<file path="config.mk">
export PLATFORM = sky130hd
export DESIGN_NAME = dct_top
export DESIGN_NICKNAME = d
export VERILOG_FILES = /design/src/rtl/dct_pkg.sv /design/src/rtl/dct_top.sv /design/src/rtl/dct_minterm.sv
export SDC_FILE = /design/constraint.sdc
export NUM_CORES = 1
export LEC_CHECK = 0
export BUFFER_PORTS_ARGS = -buffer_cell sky130_fd_sc_hd__buf_2
export CORE_ASPECT_RATIO = 1.25
export CORE_UTILIZATION = 55
export DETAILED_ROUTE_END_ITERATION = 16
export MAX_ROUTING_LAYER = met4
export PLACE_DENSITY = 0.93
export SYNTH_ARGS = -nofsm -noshare
export SYNTH_HDL_FRONTEND = slang
export SYNTH_SLANG_ARGS = --single-unit
</file>
<file path="constraint.sdc">
create_clock -name mclk -period 2.9 [get_ports mclk]
set_input_delay 0.145 -clock mclk [delete_from_list [all_inputs] [get_ports mclk]]
set_output_delay 0.145 -clock mclk [all_outputs]
set_load 0.005 [all_outputs]
</file>
<file path="src/rtl/dct_pkg.sv">
/*
 Package for the connectivity test block: widths, organisation codes,
 timing figures and cycle counts.
 Assumes a 40 MHz mclk.
*/
package dct_pkg;
	// Data organisation of the device
	typedef enum logic [1:0] {
		DCT_ORG_X4 = 2'h0,
		DCT_ORG_X8 = 2'h1,
		DCT_ORG_X16 = 2'h2
	} dct_org_t;

	// Test input vector width and minterm count
	localparam int DCT_NUM_IN = 40;
	localparam int DCT_NUM_MT = 10;

	// Test input bit positions
	localparam int DCT_IN_A0 = 0; // A0..A17 occupy bits 0..17
	localparam int DCT_IN_BA0 = 18;
	localparam int DCT_IN_BA1 = 19;
	localparam int DCT_IN_BG0 = 20;
	localparam int DCT_IN_BG1 = 21;
	localparam int DCT_IN_PAR = 22;
	localparam int DCT_IN_ALERT = 23;
	localparam int DCT_IN_CK_C = 24;
	localparam int DCT_IN_CK_T = 25;
	localparam int DCT_IN_ODT = 26;
	localparam int DCT_IN_CKE = 27;
	localparam int DCT_IN_ACT = 28;
	localparam int DCT_IN_DML = 29;
	localparam int DCT_IN_DMU = 30;
	localparam int DCT_IN_RST_SEL = 31; // reset_n AND test select

	// Timing figures in ns and derived cycle counts at 40 MHz
	localparam int DCT_CLK_PERIOD_NS = 25;
	localparam int DCT_SWITCH_DELAY_NS = 200;
	localparam int DCT_SAMPLING_DELAY_NS = 200;
	localparam int DCT_SETTLE_TIME_NS = 200;
	localparam int DCT_SWITCH_CYC = (DCT_SWITCH_DELAY_NS + DCT_CLK_PERIOD_NS - 1)
		/ DCT_CLK_PERIOD_NS;
	localparam int DCT_SAMPLING_CYC = (DCT_SAMPLING_DELAY_NS + DCT_CLK_PERIOD_NS - 1)
		/ DCT_CLK_PERIOD_NS;
	localparam int DCT_SETTLE_CYC = DCT_SETTLE_TIME_NS / DCT_CLK_PERIOD_NS;
	localparam int DCT_CNT_W = 8;

	// Reset values
	localparam logic [DCT_NUM_MT-1:0] DCT_MT_RESET = 10'h000;
	localparam logic [DCT_CNT_W-1:0] DCT_CNT_RESET = 8'h00;
endpackage

</file>
<file path="src/rtl/dct_top.sv">
/*
 Connectivity test mode of a memory device: entry qualification, minterm
 network and mapping onto data and strobe pins with enable control.
 Assumes pins arrive asynchronously; all are synchronised on mclk.
*/
`timescale 1ns/10ps
module dct_top
	import dct_pkg::*;
#(
	parameter dct_pkg::dct_org_t ORG = dct_pkg::DCT_ORG_X16,
	parameter logic [dct_pkg::DCT_NUM_IN-1:0] MINTERM8_MASK = 40'h00_0000_0000
) (
	// Clock and reset
	input wire logic mclk,
	input wire logic reset_n,
	// Mode and qualifying pins
	input wire logic continuity_test_select,
	input wire logic cs_pin_n,
	input wire logic rst_pin_n,
	// Test input pins, packed per dct_pkg positions
	input wire logic [dct_pkg::DCT_NUM_IN-1:0] test_pins,
	// Test output pins
	output logic [15:0] dq_out,
	output logic [15:0] dq_oe,
	output logic [1:0] strobe_t_out,
	output logic [1:0] strobe_c_out,
	output logic [1:0] strobe_oe,
	// Mode indicators
	output logic pin_continuity_mode,
	output logic vref_half_force,
	output logic normal_bypass
);
	import dct_pkg::*;

	localparam int NI = DCT_NUM_IN;
	localparam int NM = DCT_NUM_MT;

	// Fixed input groups; minterm_8 comes from the parameter
	function automatic logic [NI-1:0] bit_of(input int p);
		logic [NI-1:0] v;
		v = '0;
		v[p] = 1'b1;
		return v;
	endfunction

	localparam logic [NI-1:0] M0 = bit_of(1) | bit_of(6) | bit_of(DCT_IN_PAR);
	localparam logic [NI-1:0] M1 = bit_of(8) | bit_of(DCT_IN_ALERT) | bit_of(9);
	localparam logic [NI-1:0] M2 = bit_of(2) | bit_of(5) | bit_of(13) | bit_of(17);
	localparam logic [NI-1:0] M3 = bit_of(0) | bit_of(7) | bit_of(11);
	localparam logic [NI-1:0] M4 = bit_of(DCT_IN_CK_C) | bit_of(DCT_IN_ODT) | bit_of(15);
	localparam logic [NI-1:0] M5 = bit_of(DCT_IN_CKE) | bit_of(16) | bit_of(10);
	localparam logic [NI-1:0] M6 = bit_of(DCT_IN_ACT) | bit_of(4) | bit_of(DCT_IN_BA1);
	localparam logic [NI-1:0] M7 = (ORG == DCT_ORG_X16) ?
		(bit_of(DCT_IN_DMU) | bit_of(DCT_IN_DML) | bit_of(DCT_IN_CK_T)) :
		(ORG == DCT_ORG_X8) ?
		(bit_of(DCT_IN_BG1) | bit_of(DCT_IN_DML) | bit_of(DCT_IN_CK_T)) :
		(bit_of(14) | bit_of(12) | bit_of(DCT_IN_BA0));
	localparam logic [NI-1:0] M9 = bit_of(DCT_IN_BG0) | bit_of(3) | bit_of(DCT_IN_RST_SEL);
	localparam logic [NM*NI-1:0] MT_MASK = {M9, MINTERM8_MASK, M7, M6, M5, M4, M3, M2, M1, M0};

	// Two-flop synchronisers for all pins
	localparam int NS = NI + 3;
	logic [NS-1:0] sync1_reg, sync2_reg;
	logic [NS-1:0] pins_async;
	assign pins_async = {continuity_test_select, cs_pin_n, rst_pin_n, test_pins};

	always_ff @(posedge mclk or negedge reset_n) begin
		if (!reset_n) begin
			sync1_reg <= '0;
			sync2_reg <= '0;
		end else begin
			sync1_reg <= pins_async;
			sync2_reg <= sync1_reg;
		end
	end

	logic sel_s, cs_n_s, rst_s;
	logic [NI-1:0] in_s;
	assign sel_s = sync2_reg[NS-1];
	assign cs_n_s = sync2_reg[NS-2];
	assign rst_s = sync2_reg[NS-3];

	// Mode state machine
	typedef enum logic [1:0] {
		DCT_ST_IDLE = 2'h0,
		DCT_ST_SWITCH = 2'h1,
		DCT_ST_SAMPLE = 2'h2,
		DCT_ST_ACTIVE = 2'h3
	} dct_state_t;

	dct_state_t state_reg, state_next;
	logic [DCT_CNT_W-1:0] cnt_reg, cnt_next;
	logic clk_pins_ok, all_pins_ok;

	// Entry needs select high; exit on select low at any time
	always_comb begin
		state_next = state_reg;
		cnt_next = cnt_reg;
		case (state_reg)
			DCT_ST_IDLE: begin
				cnt_next = DCT_CNT_RESET;
				// Entry is only honoured with reset and chip select high
				if (sel_s && rst_s && cs_n_s) begin
					state_next = DCT_ST_SWITCH;
				end
			end
			DCT_ST_SWITCH: begin
				cnt_next = cnt_reg + 8'h01;
				if (cnt_reg == DCT_CNT_W'(DCT_SWITCH_CYC - 1)) begin
					state_next = DCT_ST_SAMPLE;
					// Sampling delay is counted afresh, else it would end at once
					cnt_next = DCT_CNT_RESET;
				end
			end
			DCT_ST_SAMPLE: begin
				if (cnt_reg != DCT_CNT_W'(DCT_SAMPLING_CYC)) begin
					cnt_next = cnt_reg + 8'h01;
				end
				// Remaining inputs accepted after delay when chip select allows
				if (cnt_reg == DCT_CNT_W'(DCT_SAMPLING_CYC) && !cs_n_s) begin
					state_next = DCT_ST_ACTIVE;
				end
			end
			DCT_ST_ACTIVE: begin
				cnt_next = cnt_reg;
			end
			default: begin
				state_next = DCT_ST_IDLE;
				cnt_next = DCT_CNT_RESET;
			end
		endcase
		if (!sel_s) begin
			state_next = DCT_ST_IDLE;
			cnt_next = DCT_CNT_RESET;
		end
	end

	always_ff @(posedge mclk or negedge reset_n) begin
		if (!reset_n) begin
			state_reg <= DCT_ST_IDLE;
			cnt_reg <= DCT_CNT_RESET;
		end else begin
			state_reg <= state_next;
			cnt_reg <= cnt_next;
		end
	end

	assign clk_pins_ok = (state_reg != DCT_ST_IDLE) && (state_reg != DCT_ST_SWITCH);
	assign all_pins_ok = (state_reg == DCT_ST_ACTIVE);

	// Gate test inputs: clock group after switch delay, rest after sampling delay
	logic [NI-1:0] clk_grp;
	assign clk_grp = bit_of(DCT_IN_CK_C) | bit_of(DCT_IN_CK_T) | bit_of(DCT_IN_CKE);
	always_comb begin
		in_s = sync2_reg[NI-1:0] & ({NI{all_pins_ok}} | (clk_grp & {NI{clk_pins_ok}}));
		in_s[DCT_IN_RST_SEL] = rst_s & sel_s;
	end

	// Minterm network, combinational
	logic [NM-1:0] mt;
	dct_minterm #(
		.NUM_IN(NI),
		.NUM_MT(NM),
		.MT_MASK(MT_MASK)
	) u_minterm (
		.test_in(in_s),
		.minterm(mt)
	);

	// Map minterms onto pins per organisation
	logic [15:0] dq_next;
	logic [1:0] st_t_next, st_c_next;
	logic [15:0] dq_reg;
	logic [1:0] st_t_reg, st_c_reg;
	always_comb begin
		dq_next = 16'h0000;
		case (ORG)
			DCT_ORG_X4: begin
				dq_next[3:0] = {mt[6] ^ mt[7], mt[4] ^ mt[5], mt[2] ^ mt[3], mt[0] ^ mt[1]};
			end
			DCT_ORG_X8: begin
				dq_next[7:0] = mt[7:0];
			end
			DCT_ORG_X16: begin
				dq_next[7:0] = mt[7:0];
				dq_next[15:8] = ~mt[7:0];
			end
			default: begin
				dq_next = 16'h0000;
			end
		endcase
		st_t_next = {(ORG == DCT_ORG_X16) ? ~mt[8] : 1'b0, mt[8]};
		st_c_next = {(ORG == DCT_ORG_X16) ? ~mt[9] : 1'b0, mt[9]};
	end

	// Output register, refreshed every cycle with no pattern shifting
	always_ff @(posedge mclk or negedge reset_n) begin
		if (!reset_n) begin
			dq_reg <= 16'h0000;
			st_t_reg <= 2'h0;
			st_c_reg <= 2'h0;
		end else begin
			dq_reg <= dq_next;
			st_t_reg <= st_t_next;
			st_c_reg <= st_c_next;
		end
	end

	// Drive only in active mode with chip select low
	logic drive;
	logic [15:0] dq_used;
	assign drive = all_pins_ok && !cs_n_s;
	assign dq_used = (ORG == DCT_ORG_X4) ? 16'h000F : (ORG == DCT_ORG_X8) ? 16'h00FF : 16'hFFFF;
	assign dq_out = dq_reg;
	assign strobe_t_out = st_t_reg;
	assign strobe_c_out = st_c_reg;
	assign dq_oe = dq_used & {16{drive}};
	assign strobe_oe = {drive && (ORG == DCT_ORG_X16), drive};
	assign pin_continuity_mode = (state_reg != DCT_ST_IDLE);
	assign vref_half_force = pin_continuity_mode;
	assign normal_bypass = pin_continuity_mode;

	// Mode and timing checks
	a_switch_bound: assert property (@(posedge mclk) disable iff (!reset_n)
		(state_reg == DCT_ST_SWITCH) |-> ##[1:8] (state_reg != DCT_ST_SWITCH))
		else $error("switch phase too long");
	a_sample_wait: assert property (@(posedge mclk) disable iff (!reset_n)
		(state_reg == DCT_ST_SAMPLE && cnt_reg != DCT_CNT_W'(DCT_SAMPLING_CYC)) |=>
		(state_reg != DCT_ST_ACTIVE))
		else $error("sampling delay cut short");
	a_enable_cs: assert property (@(posedge mclk) disable iff (!reset_n)
		(cs_n_s || state_reg != DCT_ST_ACTIVE) |-> (dq_oe == 16'h0000))
		else $error("outputs driven while disabled");
	a_exit_select: assert property (@(posedge mclk) disable iff (!reset_n)
		!sel_s |=> (state_reg == DCT_ST_IDLE))
		else $error("mode not left on select low");
	a_entry_guard: assert property (@(posedge mclk) disable iff (!reset_n)
		(state_reg == DCT_ST_IDLE && !(rst_s && cs_n_s)) |=> (state_reg == DCT_ST_IDLE))
		else $error("entry without qualifying pins");
	// Mapping checks
	a_upper_inv: assert property (@(posedge mclk) disable iff (!reset_n)
		(ORG == DCT_ORG_X16) |-> (dq_out[15:8] == ~dq_out[7:0] || !$past(reset_n)))
		else $error("upper byte not inverted");
	a_data_follow: assert property (@(posedge mclk) disable iff (!reset_n)
		(ORG != DCT_ORG_X4) |=> (dq_out[7:0] == $past(mt[7:0])))
		else $error("data does not track minterms");
	a_strobe_c: assert property (@(posedge mclk) disable iff (!reset_n)
		1'b1 |=> (strobe_c_out[0] == $past(mt[9])))
		else $error("complement strobe wrong");
	a_x4_pairs: assert property (@(posedge mclk) disable iff (!reset_n)
		(ORG == DCT_ORG_X4) |=> (dq_out[0] == $past(mt[0] ^ mt[1])))
		else $error("x4 pair XOR wrong");
	a_vref_mode: assert property (@(posedge mclk) disable iff (!reset_n)
		(state_reg == DCT_ST_ACTIVE) |-> (vref_half_force && normal_bypass))
		else $error("reference not forced");
endmodule

</file>
<file path="src/rtl/dct_minterm.sv">
/*
 Minterm network: each minterm is the XOR of the inputs picked by its mask.
 Assumes synchronised inputs from the same clock domain.
*/
`timescale 1ns/10ps
module dct_minterm #(
	parameter int NUM_IN = 40,
	parameter int NUM_MT = 10,
	parameter logic [NUM_MT*NUM_IN-1:0] MT_MASK = '0
) (
	// Test inputs
	input wire logic [NUM_IN-1:0] test_in,
	// Minterm results
	output logic [NUM_MT-1:0] minterm
);
	// One XOR reduction per minterm
	genvar g;
	generate
		for (g = 0; g < NUM_MT; g++) begin : g_mt
			assign minterm[g] = ^(test_in & MT_MASK[g*NUM_IN +: NUM_IN]);
		end
	endgenerate
endmodule

</file>
==> impl_metrics.ini <==
[critical_path]
r2r_end = cnt_reg[5]
worstPathArrival_ps = 1900
worstPathRequired_ps = 2760
r2r_cells = 6
crit_chain = ha_1 > nor2b_1 > buf_2
path_depth = 3
rrSetupSlack_ps = 990
endpoint_kind = output port
path_class = flop to output port
critPathBufInv = 1
critPathMaxFanout = 18
critPathMaxStageDelay_ps = 640
crit_path_start = state_reg[1]
endpoint = dq_oe[3]
path_delay_family = simple AND/OR/NAND/NOR gates
critPathLaunchType = flop
slowest_stage = nor2b_1
r2r_start = state_reg[1]

[cts]
cts_buffers = 9
clock_path_buffers = 2
clkTransAtPathRegs_ps = 80
numClockSinks = 89
h-tree-depth = 3
cts_resized = 0
worstSkewPairLatency_ps = 340
root_buffer = clkbuf_8
cts_tree = built

[yosys]
synth_area_sq_um = 3130
ys_warn_count = 0
synthesis.instances = 219
yosysUniqueCellTypes = 41
ys_ff_latch = 89
ys.flop_type = dfrtp_1
synth.avg_cell_area_sq_um = 14.3
synth-edff-count = 0
async_flop_share = 1.00
synth_nets = 270
ys_seq_area_frac = 0.711

[grt]
grt_pass1_vias = 1900
grt_antenna_before_repair = 0
grtUsageTotal = 0.202
grt_pass1_wl_um = 8560
grt_max_degree = 90
grt.overflow.total = 0

[timing]
finalSetupTns_ps = 0
hold_viol_final = 40
max_slew_margin = 0.316
worst_pin_slew_ps = 1030
min_period_ps = 2040
rsz0062_at_grt = false
maxSlewViolCount = 0
post-route-period-util = 0.704
fmax_mhz = 490
holdWs_ps = -21.4
clock_skew_ps = 6.77
setup_viol = 0

[route]
dr.pass1.iters = 4
wl_um = 5170
num_vias = 1821
drc_errors = 0
vias_per_cell = 4.86
ant_nets = 0
routedWlPerCell_um = 13.8
initialDrtViolationCount = 77

[cells_and_area]
layout_commonest_cell = dfrtp_1
most-common-layout-cells = dfrtp_1 (89), buf_2 (70), dlygate4sd3_1 (30), inv_1 (14), nand2_1 (13)
drive_above_1_share = 0.299
syn_to_final_growth_pct = 24.0
final_nets = 359
diodes = 0

[floorplanning]
initial_utilization = 0.575
rows = 30
core_area_sq_um = 5440
die-width_um = 69.5
dieArea_sq_um = 6000
die_height_um = 86.4
io_pins = 86

[power_and_ir_drop]
power.density_nw_per_um2 = 572
ir_worst_vdd_v = 0.000515
leakage_nw = 1.86
p_seq_frac = 0.588
swShare = 0.213
p_sw_uw = 474
pwr-share-comb = 0.056
clkPwrFrac = 0.355
intPower_mw = 1.75

[worst_hold_path]
min_path_type = input port to asynchronous set/reset pin

[run_status]
run_status = finished with violations
violations = hold timing

[place]
finalWeightedCongestion = 0.842
port_buffers = 71
dp_hpwl_um = 2820

[flow_run]
drv_cap = 0
==> cell usage after synthesis, types with 2 or more instances <==
cell       instances  area, sq um
buf_4             21          158
ha_1               6         75.1
xor2_1            10         87.6
mux2i_1            2         20.0
o2bb2ai_1          4         35.0
xnor2_1           12          105
dfrtp_1           89         2230
clkbuf_1           2         7.51
inv_2              4         15.0
and2_1             5         31.3
nand3_1            4         20.0
nand2_1           13         48.8
a21oi_1            3         15.0
inv_1             14         52.6
and3_1             3         18.8
conb_1             2         7.51
==> per-stage QoR <==
step	setup WS (ps)	instance area, sq um	utilization	power, mW	cells
after CTS	806	3880	0.713	2.24	375
final	859	3880	0.713	2.22	375
after floorplan	980	3130	-	1.37	219
after global placement	1070	3400	0.625	1.41	331
after global routing	658	3880	0.713	2.32	375
after detailed placement	1030	3400	0.625	1.42	331
==> layer usage <==
| layer | routed length [um] | GRT usage |
|---|---|---|
| met4 | 34 | 0.0724 |
| met1 | 1890 | 0.207 |
| met3 | 300 | 0.0686 |
| met2 | 2950 | 0.358 |
| met5 | 0 | - |
==> cells by family (layout without fill, tap and decap cells) <==
kind of cell / Yosys count / in the layout / share of synthesized area
flops: 89 / 89 / 0.711
buf+inv: 42 / 134 / 0.0779
simple gates: 38 / 38 / 0.0719
xor+xnor: 22 / 22 / 0.0615
compound gates: 18 / 18 / 0.0447
fa+ha+maj: 6 / 6 / 0.0240
other cells: 2 / 2 / 0.00240
mux: 2 / 2 / 0.00639
==> timing repair <==
action / CTS / global route
hold buffers: 30 / 0
setup buffers: 0 / 0
hold endpoints to repair: 30 / 0
==> area by class of cell <==
class	instances	area (sq um)
clock buffers	10	128
clock inverters	4	53.8
fillers	325	1560
inverters	18	67.6
multi-input cells	88	661
flip-flops and latches	89	2230
well taps	64	80.1
repair buffers	102	666
==> power groups by stage <==
stage	sequential, mW	clock [mW]	combinational (mW)
2_1_floorplan	1.33	0	0.0426
3_3_place_gp	1.33	0	0.0876
3_5_place_dp	1.33	0	0.0915
4_1_cts	1.31	0.815	0.123
5_1_grt	1.31	0.865	0.140
6_report	1.31	0.789	0.125
==> worst min-delay path by stage <==
stage	startpoint	slack [ps]	endpoint	cells past startpoint
3_5_place_dp	test_pins[10]	250	sync1_reg[10]	1
6_report	reset_n	-20	dq_out[0]	1
2_1_floorplan	reset_n	-150	cnt_reg[0]	0
3_3_place_gp	test_pins[9]	250	sync1_reg[9]	1
4_1_cts	reset_n	0.007	dq_out[8]	1
5_1_grt	reset_n	60	dq_out[8]	1
Power figures use the tool's default switching activity.
